## config.mk

```make
export PLATFORM = sky130hd
export DESIGN_NAME = iftd_decoder
export DESIGN_NICKNAME = d
export VERILOG_FILES = /design/src/core/iftd_pkg.sv /design/src/core/iftd_phase_gen.sv /design/src/core/iftd_decoder.sv
export SDC_FILE = /design/constraint.sdc
export NUM_CORES = 1
export LEC_CHECK = 0
export ABC_AREA = 1
export BUFFER_PORTS_ARGS = -buffer_cell sky130_fd_sc_hd__buf_4
export CORE_MARGIN = 2
export CORE_UTILIZATION = 31
export CTS_CLUSTER_DIAMETER = 120
export DETAILED_ROUTE_END_ITERATION = 8
export PLACE_DENSITY = 0.63
export SKIP_CTS_REPAIR_TIMING = 1
export SYNTH_ARGS = -nofsm -noshare
export SYNTH_HDL_FRONTEND = slang
export SYNTH_SLANG_ARGS = --single-unit
export TNS_END_PERCENT = 100
```

## constraint.sdc

```tcl
create_clock -name core_clk_i -period 2.15 [get_ports core_clk_i]
set_input_delay 0.43 -clock core_clk_i [delete_from_list [all_inputs] [get_ports core_clk_i]]
set_output_delay 0.43 -clock core_clk_i [all_outputs]
set_load 0.05 [all_outputs]
```

## src/core/iftd_pkg.sv

```systemverilog
// Package for the instruction format and timing decoder.
// Assumes a 14-bit instruction word and a four-phase instruction cycle.
package iftd_pkg;

  // ----------------------------------------------------------------------
  // Word layout
  // ----------------------------------------------------------------------
  localparam int WORD_W = 14;
  localparam int FILE_ADDR_W = 7;
  localparam int BIT_NUM_W = 3;
  localparam int LIT8_W = 8;
  localparam int LIT11_W = 11;
  localparam int MODE_W = 2;
  localparam int DEST_POS = 7;
  localparam int BIT_NUM_LSB = 7;
  localparam int LIT11_MSB = 10;
  localparam int PTR_IDX_POS = 2;
  localparam int CAT_MSB = 13;
  localparam int CAT_LSB = 12;
  localparam logic [6:0] FILE_ADDR_MAX = 7'h7F;

  // ----------------------------------------------------------------------
  // Timing
  // ----------------------------------------------------------------------
  localparam int PHASES_PER_CYCLE = 4;
  localparam logic [1:0] PHASE_LAST = 2'h3;
  localparam logic [1:0] PHASE_FETCH = 2'h0;
  localparam logic [1:0] CYCLES_ONE = 2'h1;
  localparam logic [1:0] CYCLES_TWO = 2'h2;

  // ----------------------------------------------------------------------
  // Categories and opcode patterns
  // ----------------------------------------------------------------------
  localparam logic [1:0] CAT_BYTE_CODE = 2'h0;
  localparam logic [1:0] CAT_BIT_CODE = 2'h1;
  localparam logic [13:0] OP_CALL_MASK = 14'h3800;
  localparam logic [13:0] OP_CALL = 14'h2000;
  localparam logic [13:0] OP_JUMP = 14'h2800;
  localparam logic [13:0] OP_BRA_MASK = 14'h3E00;
  localparam logic [13:0] OP_BRA = 14'h3200;
  localparam logic [13:0] OP_CALL_VIA_ACCUMULATOR = 14'h000A;
  localparam logic [13:0] OP_BRW = 14'h000B;
  localparam logic [13:0] OP_RETURN = 14'h0008;
  localparam logic [13:0] OP_RETURN_FROM_INTERRUPT_I = 14'h0009;
  localparam logic [13:0] OP_RETURN_WITH_LITERAL_MASK = 14'h3F00;
  localparam logic [13:0] OP_RETURN_WITH_LITERAL = 14'h3400;
  localparam logic [13:0] OP_INC_MASK = 14'h3FF8;
  localparam logic [13:0] OP_PTR_STEP = 14'h0010;
  localparam logic [13:0] OP_SKIP_BYTE_MASK = 14'h3B00;
  localparam logic [13:0] OP_SKIP_BYTE = 14'h0B00;
  localparam logic [13:0] OP_SKIP_BIT_MASK = 14'h3800;
  localparam logic [13:0] OP_SKIP_BIT = 14'h1800;
  localparam logic [13:0] OP_FILE_BYTE_MASK = 14'h3C00;
  localparam logic [13:0] OP_FILE_BYTE_HI = 14'h3400;
  localparam logic [13:0] OP_MOVWF_MASK = 14'h3F80;
  localparam logic [13:0] OP_MOVWF = 14'h0080;
  localparam logic [13:0] OP_CLRF = 14'h0180;
  localparam logic [13:0] OP_NOP = 14'h0000;

  typedef enum logic [1:0] {
    IFTD_CAT_BYTE,
    IFTD_CAT_BIT,
    IFTD_CAT_LITERAL
  } iftd_cat_type;

  typedef enum logic [1:0] {
    IFTD_STEP_PRE_INC,
    IFTD_STEP_PRE_DEC,
    IFTD_STEP_POST_INC,
    IFTD_STEP_POST_DEC
  } iftd_step_type;

endpackage

```

## src/core/iftd_phase_gen.sv

```systemverilog
// Phase generator: splits the oscillator clock into four-phase cycles.
// Assumes one clock domain and a synchronous active-high reset.
`timescale 1ns/10ps
`default_nettype none
module iftd_phase_gen (
  input wire logic core_clk_i,
  input wire logic sys_rst_i,
  output logic [1:0] phase_o,
  output logic cycle_end_o
);

  typedef struct packed {
    logic [1:0] phase;
    logic cycle_end;
  } iftd_pg_state_type;

  iftd_pg_state_type st_ff;
  iftd_pg_state_type nxt_st;

  always_comb
  begin
    nxt_st = st_ff;
    nxt_st.phase = st_ff.phase + 2'h1;
    nxt_st.cycle_end = (nxt_st.phase == iftd_pkg::PHASE_LAST);
  end

  always_ff @(posedge core_clk_i)
  begin
    if (sys_rst_i)
    begin
      st_ff <= '0;
    end
    else
    begin
      st_ff <= nxt_st;
    end
  end

  assign phase_o = st_ff.phase;
  assign cycle_end_o = st_ff.cycle_end;

endmodule
`default_nettype wire

```

## src/core/iftd_decoder.sv

```systemverilog
// Instruction format and timing decoder for a 14-bit instruction core.
// Assumes instruction words arrive from logic on the same clock, along with
// skip and pointer-target flags computed by the datapath.
// Functional notes
// - Instruction words are exactly 14 bits, opcode plus all operands.
// - Every opcode sorts into byte, bit, or literal-and-control category.
// - Instructions complete in one instruction cycle unless an exception applies.
// - Call and call-via-accumulator take two instruction cycles.
// - Return, return-with-literal and return-from-interrupt take two cycles.
// - Jumps, branches, and taken skips take two instruction cycles.
// - Indirect access with pointer into program memory adds one cycle.
// - One instruction cycle is four oscillator clocks.
// - File-register instructions always read; byte ops write back only with bit 7 set, bit ops unless a bit test.
// - Destination bit 0 sends result to accumulator, 1 to the file.
// - File address selects 0x00 to 0x7F in the current bank.
// - Bit number selects one bit of an 8-bit register.
// - Pointer index selects indirect pointer pair 0 or 1.
// - Two-bit step mode picks pre/post increment/decrement.
// - Don't-care bits are ignored; sources should drive them zero.
// - Byte format: opcode 13:8, destination bit 7, address 6:0.
// - Bit format: opcode 13:10, bit number 9:7, address 6:0.
// - Literal format: opcode 13:8, 8-bit literal 7:0.
// - Call and jump: opcode 13:11, 11-bit target 10:0.
`timescale 1ns/10ps
`default_nettype none
module iftd_decoder (
  input wire logic core_clk_i,
  input wire logic sys_rst_i,
  input wire logic [13:0] instr_word_i,
  input wire logic skip_taken_i,
  input wire logic indirect_ref_i,
  input wire logic pointer_in_prog_i,
  output logic cycle_end_o,
  output logic [1:0] phase_o,
  output logic [1:0] category_o,
  output logic [6:0] file_addr_o,
  output logic dest_to_file_o,
  output logic dest_to_accum_o,
  output logic [2:0] bit_num_o,
  output logic [7:0] bit_mask_o,
  output logic [7:0] literal8_o,
  output logic [10:0] target11_o,
  output logic pointer_index_o,
  output logic [1:0] pointer_step_mode_o,
  output logic file_read_o,
  output logic file_write_o,
  output logic [1:0] cycle_count_o,
  output logic extra_cycle_o,
  output logic flush_o,
  output logic nop_exec_o
);

  // ----------------------------------------------------------------------
  // State
  // ----------------------------------------------------------------------
  typedef struct packed {
    logic cycle_end;
    logic [1:0] phase;
    logic [1:0] category;
    logic [6:0] file_addr;
    logic dest_to_file;
    logic dest_to_accum;
    logic [2:0] bit_num;
    logic [7:0] bit_mask;
    logic [7:0] literal8;
    logic [10:0] target11;
    logic pointer_index;
    logic [1:0] step_mode;
    logic file_read;
    logic file_write;
    logic [1:0] cycle_count;
    logic extra_cycle;
    logic flush;
    logic nop_exec;
    logic pending_nop;
    logic pending_extra;
  } iftd_dec_state_type;

  iftd_dec_state_type st_ff;
  iftd_dec_state_type nxt_st;

  logic [1:0] gen_phase;
  logic gen_cycle_end;

  iftd_phase_gen u_phase (
    .core_clk_i(core_clk_i),
    .sys_rst_i(sys_rst_i),
    .phase_o(gen_phase),
    .cycle_end_o(gen_cycle_end)
  );

  // ----------------------------------------------------------------------
  // Combinational classification of the current word
  // ----------------------------------------------------------------------
  logic [13:0] w;
  iftd_pkg::iftd_cat_type cat;
  logic is_call;
  logic is_jump;
  logic is_bra;
  logic is_ret;
  logic is_skip;
  logic is_file_op;
  logic is_write_only;
  logic two_cycle;
  logic [7:0] mask;

  always_comb
  begin
    w = instr_word_i;
    if (w[iftd_pkg::CAT_MSB:iftd_pkg::CAT_LSB] == iftd_pkg::CAT_BYTE_CODE)
    begin
      cat = iftd_pkg::IFTD_CAT_BYTE;
    end
    else if (w[iftd_pkg::CAT_MSB:iftd_pkg::CAT_LSB] == iftd_pkg::CAT_BIT_CODE)
    begin
      cat = iftd_pkg::IFTD_CAT_BIT;
    end
    // The carry and shift file ops live in the upper literal prefix.
    else if (w[iftd_pkg::CAT_MSB:iftd_pkg::CAT_LSB] == 2'h3
             && (w[11:8] == 4'h5 || w[11:8] == 4'h6 || w[11:8] == 4'h7
             || w[11:8] == 4'hB || w[11:8] == 4'hD))
    begin
      cat = iftd_pkg::IFTD_CAT_BYTE;
    end
    else
    begin
      cat = iftd_pkg::IFTD_CAT_LITERAL;
    end
    // Low-range control words share the byte prefix; byte ops never use
    // bits 13:7 all zero (opcode 00 with bit 7 clear), so any such word is a control word.
    if (cat == iftd_pkg::IFTD_CAT_BYTE && w[13:7] == 7'h00)
    begin
      cat = iftd_pkg::IFTD_CAT_LITERAL;
    end
    is_call = ((w & iftd_pkg::OP_CALL_MASK) == iftd_pkg::OP_CALL)
              || (w == iftd_pkg::OP_CALL_VIA_ACCUMULATOR);
    is_jump = ((w & iftd_pkg::OP_CALL_MASK) == iftd_pkg::OP_JUMP);
    is_bra = ((w & iftd_pkg::OP_BRA_MASK) == iftd_pkg::OP_BRA)
             || (w == iftd_pkg::OP_BRW);
    is_ret = (w == iftd_pkg::OP_RETURN) || (w == iftd_pkg::OP_RETURN_FROM_INTERRUPT_I)
             || ((w & iftd_pkg::OP_RETURN_WITH_LITERAL_MASK) == iftd_pkg::OP_RETURN_WITH_LITERAL);
    is_skip = ((w & iftd_pkg::OP_SKIP_BYTE_MASK) == iftd_pkg::OP_SKIP_BYTE)
              || ((w & iftd_pkg::OP_SKIP_BIT_MASK) == iftd_pkg::OP_SKIP_BIT);
    is_file_op = (cat != iftd_pkg::IFTD_CAT_LITERAL);
    is_write_only = ((w & iftd_pkg::OP_MOVWF_MASK) == iftd_pkg::OP_MOVWF)
                    || ((w & iftd_pkg::OP_MOVWF_MASK) == iftd_pkg::OP_CLRF);
    two_cycle = is_call || is_ret || is_jump || is_bra
                || (is_skip && skip_taken_i);
    mask = 8'h01 << w[iftd_pkg::BIT_NUM_LSB +: iftd_pkg::BIT_NUM_W];
  end

  // ----------------------------------------------------------------------
  // Next state
  // ----------------------------------------------------------------------
  always_comb
  begin
    nxt_st = st_ff;
    nxt_st.phase = gen_phase;
    nxt_st.cycle_end = gen_cycle_end;
    nxt_st.flush = 1'b0;
    if (gen_phase == iftd_pkg::PHASE_FETCH)
    begin
      if (st_ff.pending_nop)
      begin
        // The prefetched word is stale after a change of flow.
        nxt_st.pending_nop = 1'b0;
        nxt_st.nop_exec = 1'b1;
        nxt_st.file_read = 1'b0;
        nxt_st.file_write = 1'b0;
        nxt_st.extra_cycle = 1'b0;
      end
      else if (st_ff.pending_extra)
      begin
        // Hold the decoded fields while the extra cycle completes.
        nxt_st.pending_extra = 1'b0;
        nxt_st.extra_cycle = 1'b1;
        nxt_st.file_read = 1'b0;
        nxt_st.file_write = 1'b0;
        nxt_st.nop_exec = 1'b0;
      end
      else
      begin
        nxt_st.nop_exec = 1'b0;
        nxt_st.extra_cycle = 1'b0;
        nxt_st.category = cat;
        // Don't-care bits are simply not looked at by any field below.
        nxt_st.file_addr = w[iftd_pkg::FILE_ADDR_W-1:0];
        nxt_st.dest_to_file = w[iftd_pkg::DEST_POS];
        nxt_st.dest_to_accum = ~w[iftd_pkg::DEST_POS];
        nxt_st.bit_num = w[iftd_pkg::BIT_NUM_LSB +: iftd_pkg::BIT_NUM_W];
        nxt_st.bit_mask = mask;
        nxt_st.literal8 = w[iftd_pkg::LIT8_W-1:0];
        nxt_st.target11 = w[iftd_pkg::LIT11_MSB:0];
        nxt_st.pointer_index = w[iftd_pkg::PTR_IDX_POS];
        nxt_st.step_mode = w[iftd_pkg::MODE_W-1:0];
        // A write-only file op still reads its register first.
        nxt_st.file_read = is_file_op;
        // Bit 7 is part of the bit number in bit ops, so only byte ops obey it.
        nxt_st.file_write = (cat == iftd_pkg::IFTD_CAT_BYTE
                             && (w[iftd_pkg::DEST_POS] || is_write_only))
                            || (cat == iftd_pkg::IFTD_CAT_BIT && !is_skip);
        nxt_st.cycle_count = two_cycle ? iftd_pkg::CYCLES_TWO
                                       : iftd_pkg::CYCLES_ONE;
        nxt_st.pending_nop = two_cycle;
        nxt_st.flush = two_cycle;
        nxt_st.pending_extra = indirect_ref_i && pointer_in_prog_i;
      end
    end
  end

  always_ff @(posedge core_clk_i)
  begin
    if (sys_rst_i)
    begin
      st_ff <= '0;
    end
    else
    begin
      st_ff <= nxt_st;
    end
  end

  // ----------------------------------------------------------------------
  // Outputs, all straight from the state register
  // ----------------------------------------------------------------------
  assign cycle_end_o = st_ff.cycle_end;
  assign phase_o = st_ff.phase;
  assign category_o = st_ff.category;
  assign file_addr_o = st_ff.file_addr;
  assign dest_to_file_o = st_ff.dest_to_file;
  assign dest_to_accum_o = st_ff.dest_to_accum;
  assign bit_num_o = st_ff.bit_num;
  assign bit_mask_o = st_ff.bit_mask;
  assign literal8_o = st_ff.literal8;
  assign target11_o = st_ff.target11;
  assign pointer_index_o = st_ff.pointer_index;
  assign pointer_step_mode_o = st_ff.step_mode;
  assign file_read_o = st_ff.file_read;
  assign file_write_o = st_ff.file_write;
  assign cycle_count_o = st_ff.cycle_count;
  assign extra_cycle_o = st_ff.extra_cycle;
  assign flush_o = st_ff.flush;
  assign nop_exec_o = st_ff.nop_exec;

endmodule
`default_nettype wire

```

==> results by group, run 1 <==
Synthesis
  • Fraction of synthesis flops using an asynchronous set or reset pin: 0%
  • Number of synthesized register bits: 37
  • Area share of the largest cell type after synthesis: 40.1%
  • Most common library cells after synthesis: buf_4 (46), nand2_1 (41), nor2_1 (41)
  • Mapped Cells: 248
  • Yosys top cell by area: dfxtp_1
  • YS warnings: 0
  • Ys flop type: dfxtp_1
  • Syn Nets: 269
  • EDFF count, synth: 0
  • Synthesized area: approximately 1800 um2
  • Synth area leaders: dfxtp_1 (40%), buf_4 (19%), nand2_1 (8.3%)
  • Yosys cell types: 27
  • Most frequent cell after synthesis: buf_4
  • Seq/Total Area, Yosys: 40.1%
  • Syn avg cell area: 7.45 um2

Setup path
  • Crit path kind: register to register
  • Reg2Reg Setup Slack: ~660 ps
  • Critical Path End Type: register
  • Critical path's slowest cell: dfxtp_1
  • R2r startpoint: u_phase.phase_o[0]$_SDFF_PP0_
  • Worst path max stage delay: about 310 ps
  • CP required: roughly 2400 ps
  • Worst-path cell chain: inv_1 -> ha_1 -> nand2_2 -> nor2_4 -> inv_4 -> nor2_2 -> nand2_1 -> a21oi_1
  • FF-to-FF path depth: 8
  • CP max FO: 18
  • FF-to-FF End: bit_mask_o[2]$_SDFFE_PP0P_
  • CP startpoint kind: register
  • Worst EP arrival: 1720 ps

CTS
  • Clk root buf: clkbuf_8
  • Clk Latency, worst-skew pair: about 300 ps
  • H-tree depth: 2
  • CTS Buffer Depth: 2
  • Clk sink count: 37
  • CTS Buf Count: 5
  • Clock-pin slew on the worst setup and hold paths: around 80 ps
  • CTS tree: built

GRT
  • M1 GR Usage: 15.2%
  • Global-route wire length before repair: 6550 um
  • Met3 Track Usage GR: 3.89%
  • Grt met2 use: 22.1%
  • Gr busiest metal: met2
  • Vias in the first global route: approximately 1.4k
  • Tot GR Track Use: 13.3%
  • Initial antenna violation count: 0
  • Largest net degree at the start of global routing: 21
  • Grt total ovfl: 0

Finish
  • Share of cells above drive strength 1: 33.6%
  • Number of nets in the layout: about 300
  • FF+latch area: 741 um2
  • Ant. Diodes: 0
  • Post-Layout Cell Count: 352
  • Fill count: slightly above 600
  • Area Growth Syn to Fin: 18.6%
  • Utilization after layout: 37.5%
  • Multi-input logic area: 646 um2

Detailed routing
  • First-pass iteration count of the detailed router: 4
  • Initial DRC Count: 96
  • Total wire length: 4150 um
  • Post-route ant nets: 0
  • Via count: 1,534
  • # DRC: 0
  • Vias per inst: 4.36
  • WL/cell: 11.8 um

Timing
  • Slew margin rel.: between 60% and 70%
  • Fin crit period: around 1500 ps
  • F_max: 671 MHz
  • Skew final: 13.4 ps
  • Setup tns final: 0 ps
  • Final Slew Violations: 0
  • WHS: 373 ps
  • Final Setup Violations: 0
  • RSZ-0062 raised after global routing: no
  • Final worst path period share: 69.3%
  • Slew @ Worst Pin: 489 ps
  • Fin. Hold Viols: 0

Floorplan
  • Starting Density: 31.6%
  • I/O pins: 73
  • Standard-cell rows: 28
  • Die Width: just over 80 um
  • DIE AREA: roughly 6600 um2
  • Area of the core: around 5900 um2
  • Die height: 81.2 um

Power
  • Pleak: 1.07 nW
  • Maximum VDD drop: 297 uV
  • PwrDens: 953 nW/um2

Worst hold path
  • HP Class: input port to register
  • Worst Hold End: file_addr_o[1]$_SDFFE_PP0P_
  • Min-delay src: instr_word_i[1]
  • Hold-critical path depth: 3

Place
  • Placed cells: between 300 and 400
  • Buffers added on ports: 72
  • Gpl congestion: 0.773
  • DP HPWL: 3210 um

Status
  • Status: completed

Job
  • MaxCap Viol Count: 0
-- routing by layer --
layer	vias up	routed length (um)
li1	787	-
met2	39	2010
met4	0	88
met1	702	1830
met5	-	0
met3	6	217
-- sequential cells by signal (all words and copies together), names as in the netlist --
name / flops
bit_mask_o: 8
bit_num_o: 2
category_o: 2
cycle_count_o: 2
cycle_end_o: 1
dest_to_accum_o: 1
extra_cycle_o: 1
file_addr_o: 6
file_read_o: 1
file_write_o: 1
flush_o: 1
literal8_o: 1
nop_exec_o: 1
phase_o: 2
st_ff: 2
target11_o: 2
u_phase.cycle_end_o: 1
u_phase.phase_o: 2
-- layout by cell type, fill, tap and decap left out, drive strengths merged --
cell	count
a21oi	19
a31oi	1
and2	1
buf	73
clkbuf	6
clkinv	2
dfxtp	37
ha	2
inv	21
nand2	42
nand3	7
nand4	2
nor2	44
nor3	1
o21a	1
o21ai	17
o21bai	1
-- final cells by class --
cell class / count / area share (%)
inverters: 21 / 3.71
repair buffers: 73 / 25.0
flip-flops and latches: 37 / 33.8
well taps: 75 / 4.28
multi-input cells: 138 / 29.5
clock inverters: 2 / 0.457
clock buffers: 6 / 3.31
-- metrics by stage --
step | area [um2] | worst slack [ps] | total power, W
after floorplan | 1850 | 767 | 0.00152
after global placement | 2110 | 736 | 0.00163
after detailed placement | 2110 | 649 | 0.00164
after CTS | 2190 | 641 | 0.00211
after global routing | 2190 | 472 | 0.00219
final | 2190 | 659 | 0.00209
-- worst max path at each step --
stage,from,to,cells past startpoint
floorplan,bit_num_o[0]$_SDFFE_PP0P_,bit_num_o[0],1
global placement,u_phase.phase_o[0]$_SDFF_PP0_,bit_mask_o[6]$_SDFFE_PP0P_,8
detailed placement,u_phase.phase_o[0]$_SDFF_PP0_,bit_mask_o[2]$_SDFFE_PP0P_,8
CTS,u_phase.phase_o[0]$_SDFF_PP0_,bit_mask_o[2]$_SDFFE_PP0P_,8
global route,u_phase.phase_o[0]$_SDFF_PP0_,bit_mask_o[2]$_SDFFE_PP0P_,8
finish,u_phase.phase_o[0]$_SDFF_PP0_,bit_mask_o[2]$_SDFFE_PP0P_,8
-- logic make-up (layout without fill, tap and decap cells) --
kind of cell / after synthesis / after routing / synth area share [%]
and+or+nand+nor: 97 / 97 / 22.3
buffers and inverters: 73 / 102 / 25.0
DFF: 37 / 37 / 40.1
adders and majority gates: 2 / 2 / 1.35
AOI/OAI and AO/OA: 39 / 39 / 11.3
-- critical path: cells and delay by family, from the launching register on --
family,cells,cell delay [ps]
adder cells (fa/ha/maj),1,210
flip-flops,1,310
AND/OR/NAND/NOR,4,540
buffers and inverters,2,240
AO/OA/AOI/OAI,1,120
-- power by group --
part	internal, W	leakage (nW)	switching (W)
clock network	0.000225	0.0450	0.000248
registers	0.000751	0.304	0.0000495
logic	0.000224	0.722	0.000593
Note: power is estimated with default switching activity, not from simulation.
==> run 2: changes to the inputs <==
ABC_AREA = 0   (was 1)
PLACE_DENSITY = 0.65   (was 0.63)
clock period = 1.35 ns   (was 2.15 ns; I/O delays follow)
==> results by group, run 2 <==
Floorplan
  • Starting Density: a little under a third
  • Die Width: 81.3 um
  • DIE AREA: 6600 um2
  • Standard-cell rows: 28
  • Die height: approximately 81 um
  • I/O pins: 73
  • Area of the core: about 5900 um2

Finish
  • Largest register FFs: 8
  • Number of nets in the layout: 295
  • Commonest non-fill, non-tap cell in the layout: buf_4
  • Share of cells above drive strength 1: around 49%
  • Ant. Diodes: 0
  • Post-Layout Cell Count: 350
  • Most frequent cells in the layout: buf_4 (97), dfxtp_1 (36), nand2_1 (34)
  • Area Growth Syn to Fin: 36.5%
  • Design Area, Final: between 2000 and 3000 um2

Detailed routing
  • Met3 wire length: slightly below 300 um
  • # DRC: 0
  • Total wire length: 4450 um
  • Top Metal Used: met4
  • WL/cell: 12.7 um
  • First-pass iteration count of the detailed router: 4
  • Vias per inst: between 4 and 5
  • Post-route ant nets: 0
  • Met1 wire length: 2100 um
  • Via count: 1,592
  • Initial DRC Count: 76
  • Met2 WL: 2020 um

Setup path
  • Critical path's slowest cell: or3b_4
  • WP buf/inv: 3
  • CP startpoint kind: register
  • Critical Path End Type: register
  • Worst EP arrival: 1700 ps
  • CP required: 1520 ps
  • Worst-path cell chain: inv_2 -> ha_4 -> or3b_4 -> buf_12 -> buf_4 -> a21oi_2 -> nor2_1
  • Kind of cell adding the most delay to the critical path: simple AND/OR/NAND/NOR gates
  • CP max FO: 12
  • Crit path kind: register to register
  • Worst path max stage delay: 410 ps

Timing
  • RSZ-0062 raised after global routing: yes
  • Slew @ Worst Pin: 324 ps
  • Final Setup Violations: 28
  • Fin crit period: between 1500 and 2000 ps
  • Setup tns final: -1950 ps
  • Final Slew Violations: 0
  • Slew margin rel.: 78.3%
  • Fin. Hold Viols: 0
  • WHS: 237 ps
  • Final worst slack: -179 ps
  • F_max: 654 MHz
  • Skew final: 2.79 ps
  • Final worst path period share: 113%

CTS
  • CTS Buffer Depth: 2
  • Clock-pin slew on the worst setup and hold paths: 70 ps
  • Clk sink count: 37
  • H-tree depth: 2
  • CTS Buf Count: 5
  • Clk Latency, worst-skew pair: slightly below 300 ps
  • CTS tree: built
  • Clk root buf: clkbuf_8

Synthesis
  • EDFF count, synth: 0
  • Ys flop type: dfxtp_1
  • YS warnings: 0
  • Mapped Cells: around 220
  • Yosys cell types: 39
  • Syn Nets: 245
  • Area share of the largest cell type after synthesis: roughly 40%
  • Most frequent cell after synthesis: buf_4
  • Most common library cells after synthesis: buf_4 (45), dfxtp_1 (37), nand2_1 (35)
  • Syn avg cell area: 8.26 um2
  • Yosys top cell by area: dfxtp_1
  • Number of synthesized register bits: 37
  • Fraction of synthesis flops using an asynchronous set or reset pin: 0%
  • Synth area leaders: dfxtp_1 (40%), buf_4 (18%), nand2_1 (7.1%)
  • Synthesized area: 1850 um2
  • Seq/Total Area, Yosys: between 40% and 50%

Place
  • DP HPWL: 3250 um
  • Gpl congestion: 0.812
  • Placed cells: 339
  • Post-place instance area: ~2400 um2
  • Buffers added on ports: 72
  • Place WS: -232 ps

GRT
  • Grt total ovfl: 0
  • Global-route wire length before repair: 6880 um
  • Vias in the first global route: 1,477
  • Largest net degree at the start of global routing: 24
  • Tot GR Track Use: 13.6%
  • Initial antenna violation count: 0

Worst hold path
  • HP Class: input port to register

Status
  • Status: finished with violations
  • Violated checks: setup timing

Power
  • Pleak: 1.12 nW
  • Maximum VDD drop: 449 uV
  • PwrDens: 1290 nW/um2

Job
  • MaxCap Viol Count: 0
run 2: cell types whose count changed after synthesis, moves of 3 or more:
| cell | previous run | this run |
|---|---|---|
| nand2_1 | 41 | 35 |
| nor3b_1 | 0 | 3 |
| o21ai_1 | 7 | 1 |
| nand3_1 | 5 | 1 |
| nor2b_1 | 0 | 3 |
| inv_2 | 4 | 0 |
| nor3_1 | 1 | 4 |
| o21ai_0 | 9 | 1 |
| inv_1 | 16 | 4 |
| nand3b_1 | 0 | 4 |
| nor2_1 | 41 | 18 |
| a21oi_1 | 18 | 25 |
| clkbuf_1 | 0 | 10 |
run 2: final cells by class:
| class | instances | area, um2 |
|---|---|---|
| fill | 602 | 3320 |
| inverter | 4 | 15.0 |
| multi-input combinational | 125 | 811 |
| tap | 75 | 93.8 |
| clock buffer | 6 | 72.6 |
| sequential | 37 | 742 |
| clock inverter | 2 | 10.0 |
| timing repair buffer | 101 | 782 |
run 2: where the power goes:
part           internal (W)  leakage (nW)  switching [W]  total, W
clock              0.000358        0.0450       0.000387  0.000745
combinational      0.000455         0.775       0.000812   0.00127
sequential          0.00118         0.303      0.0000622   0.00124
run 2: logic make-up after synthesis:
logic type | count (synthesis) | synth area share, %
compound gates | 40 | 13.8
fa+ha+maj | 2 | 1.35
buf+inv | 62 | 21.9
flops | 37 | 40.0
mux | 1 | 0.541
simple gates | 82 | 22.4
run 2: final timing paths:
path                                                     from                       endpoint  slack (ps)  depth (start not counted)
worst max-delay path            u_phase.phase_o[1]$_SDFF_PP0_     bit_mask_o[2]$_SDFFE_PP0P_        -180                          7
worst min-delay path                          instr_word_i[3]    file_addr_o[3]$_SDFFE_PP0P_         240                          3
worst max register to register  u_phase.phase_o[1]$_SDFF_PP0_     bit_mask_o[2]$_SDFFE_PP0P_        -180                          7
worst min register to register  u_phase.phase_o[0]$_SDFF_PP0_  u_phase.phase_o[0]$_SDFF_PP0_         440                          1
run 2: per-stage QoR:
step                power [W]  utilization, %
floorplan             0.00220               -
global placement      0.00246            40.3
detailed placement    0.00247            40.3
CTS                   0.00322            41.7
global route          0.00342            43.2
finish                0.00325            43.2
run 2: routing by layer:
layer	track usage, %	vias to the layer above
met5	0	-
met3	4.22	5
met2	21.4	56
met1	17.9	727
met4	3.56	0
li1	-	804
run 2: worst min-delay path, cell delays in order:
cell and delay [ps]:
buf_4 110, nand2_1 50, a21oi_1 50
==> run 3: changes to the inputs <==
TNS_END_PERCENT = 50   (was 100)
==> results by group, run 3 (synthesis results as in run 2) <==
Floorplan
  • Standard-cell rows: 28
  • Starting Density: 31.6%
  • Die Width: between 80 and 90 um
  • DIE AREA: 6600 um2
  • Area of the core: about 5900 um2
  • Die height: 81.3 um
  • I/O pins: 73

Finish
  • Largest register FFs: 8
  • Design Area, Final: 2520 um2
  • Area Growth Syn to Fin: 36.2%
  • Ant. Diodes: 0
  • Multi-input logic area: roughly 800 um2
  • Utilization after layout: 43.1%
  • Most frequent cells in the layout: buf_4 (95), dfxtp_1 (36), nand2_1 (35)
  • FF+latch area: 742 um2
  • Share of cells above drive strength 1: 46.9%
  • Number of nets in the layout: 294
  • Fill count: 598
  • Commonest non-fill, non-tap cell in the layout: buf_4

Power
  • Clock power frac: 24.1%
  • Net Sw Frac: 38.2%
  • Maximum VDD drop: 470 uV
  • Logic gate share of total power: a little under two fifths
  • PwrDens: about 1300 nW/um2
  • Sw Pwr: 0.00125 W
  • Internal: between 0.002 and 0.0025 W
  • Pleak: roughly 1.1 nW
  • Reg power frac: 37.8%

CTS
  • Clk Latency, worst-skew pair: 290 ps
  • Clk sink count: 37
  • CTS Buffer Depth: 2
  • H-tree depth: 2
  • Clk root buf: clkbuf_8
  • Clock-pin slew on the worst setup and hold paths: 70 ps
  • CTS tree: built
  • CTS Buf Count: 5

GRT
  • Tot GR Track Use: 13.1%
  • Grt total ovfl: 0
  • Initial antenna violation count: 0
  • Largest net degree at the start of global routing: 17
  • Global-route wire length before repair: 6630 um
  • Vias in the first global route: 1,335

Status
  • Violated checks: setup timing
  • Status: finished with violations

Detailed routing
  • Initial DRC Count: 87
  • First-pass iteration count of the detailed router: 4
  • Via count: between 1.5k and 2k
  • WL/cell: 12.5 um
  • Met3 wire length: 322 um
  • Post-route ant nets: 0
  • Met1 wire length: 2100 um
  • Top Metal Used: met4
  • Met2 WL: between 1500 and 2000 um
  • # DRC: 0
  • Vias per inst: 4.56
  • Total wire length: ~4400 um

Timing
  • Slew margin rel.: 78.0%
  • Final worst path period share: 112%
  • Final worst slack: -167 ps
  • Setup tns final: -2270 ps
  • Slew @ Worst Pin: between 300 and 400 ps
  • Final Setup Violations: 29
  • Final Slew Violations: 0
  • WHS: 235 ps
  • Fin. Hold Viols: 0
  • RSZ-0062 raised after global routing: yes
  • F_max: 659 MHz
  • Fin crit period: about 1500 ps
  • Skew final: 4.83 ps

Place
  • DP HPWL: around 3300 um
  • Buffers added on ports: 72
  • Post-place instance area: 2380 um2
  • Gpl congestion: 0.776

Setup path
  • Worst-path cell chain: inv_2 -> ha_4 -> or3b_4 -> buf_12 -> nor3_2 -> a21oi_1 -> o22ai_1
  • CP required: 1560 ps
  • Critical Path End Type: register
  • CP max FO: 11
  • Levels on crit path: 7
  • R2r startpoint: u_phase.phase_o[1]$_SDFF_PP0_
  • Crit. Startpoint: u_phase.phase_o[1]$_SDFF_PP0_
  • WP buf/inv: 2
  • FF-to-FF path depth: 7
  • Worst EP arrival: around 1700 ps
  • Critical path's slowest cell: or3b_4
  • CP startpoint kind: register
  • Reg2Reg Setup Slack: -170 ps
  • Kind of cell adding the most delay to the critical path: simple AND/OR/NAND/NOR gates
  • Worst path max stage delay: between 400 and 500 ps
  • Crit path kind: register to register

Worst hold path
  • HP Class: input port to register
  • Hold-critical path depth: 3
  • Min-delay src: instr_word_i[3]

Job
  • MaxCap Viol Count: 0
run 3: cell count changes in the layout (fill, tap and decap cells not counted), moves of 2 or more:
cell / change
buf_4: -2
a21oi_1: +4
clkinv_2: -2
a21oi_2: -5
run 3: metrics by stage:
stage	total power, W	worst slack, ps	instances
floorplan	0.00220	-102	224
global placement	0.00247	-188	340
detailed placement	0.00248	-185	340
CTS	0.00327	-202	347
global route	0.00343	-235	348
finish	0.00328	-167	348
run 3: power by group through the flow:
stage	Combinational [W]	Clock, W	Sequential (W)
after global routing	0.00132	0.000855	0.00125
after detailed placement	0.00121	0	0.00126
after CTS	0.00121	0.000811	0.00124
after global placement	0.00120	0	0.00126
after floorplan	0.000881	0	0.00132
final	0.00125	0.000789	0.00124
run 3: worst register-to-register path: stages, from the launching register on:
cell and delay, ps:
dfxtp_2 330, inv_2 70, ha_4 130, or3b_4 410, buf_12 170, nor3_2 150
a21oi_1 60, o22ai_1 150
run 3: metal layers:
metal  vias up  track usage, %
met3         6            4.67
met5         -               0
met4         0            3.56
li1        802               -
met1       725            18.3
met2        55            18.9
run 3: worst paths after layout:
kind / end
worst max-delay path: file_write_o$_SDFFE_PP0P_
worst min-delay path: file_addr_o[3]$_SDFFE_PP0P_
worst max register to register: file_write_o$_SDFFE_PP0P_
worst min register to register: cycle_end_o$_SDFF_PP0_
run 3: cell type report:
cell class              instances  area share (%)
well taps                      75            3.72
inverters                       4           0.596
flip-flops and latches         37            29.4
repair buffers                100            31.0
multi-input cells             125            31.9
clock buffers                   7            3.42
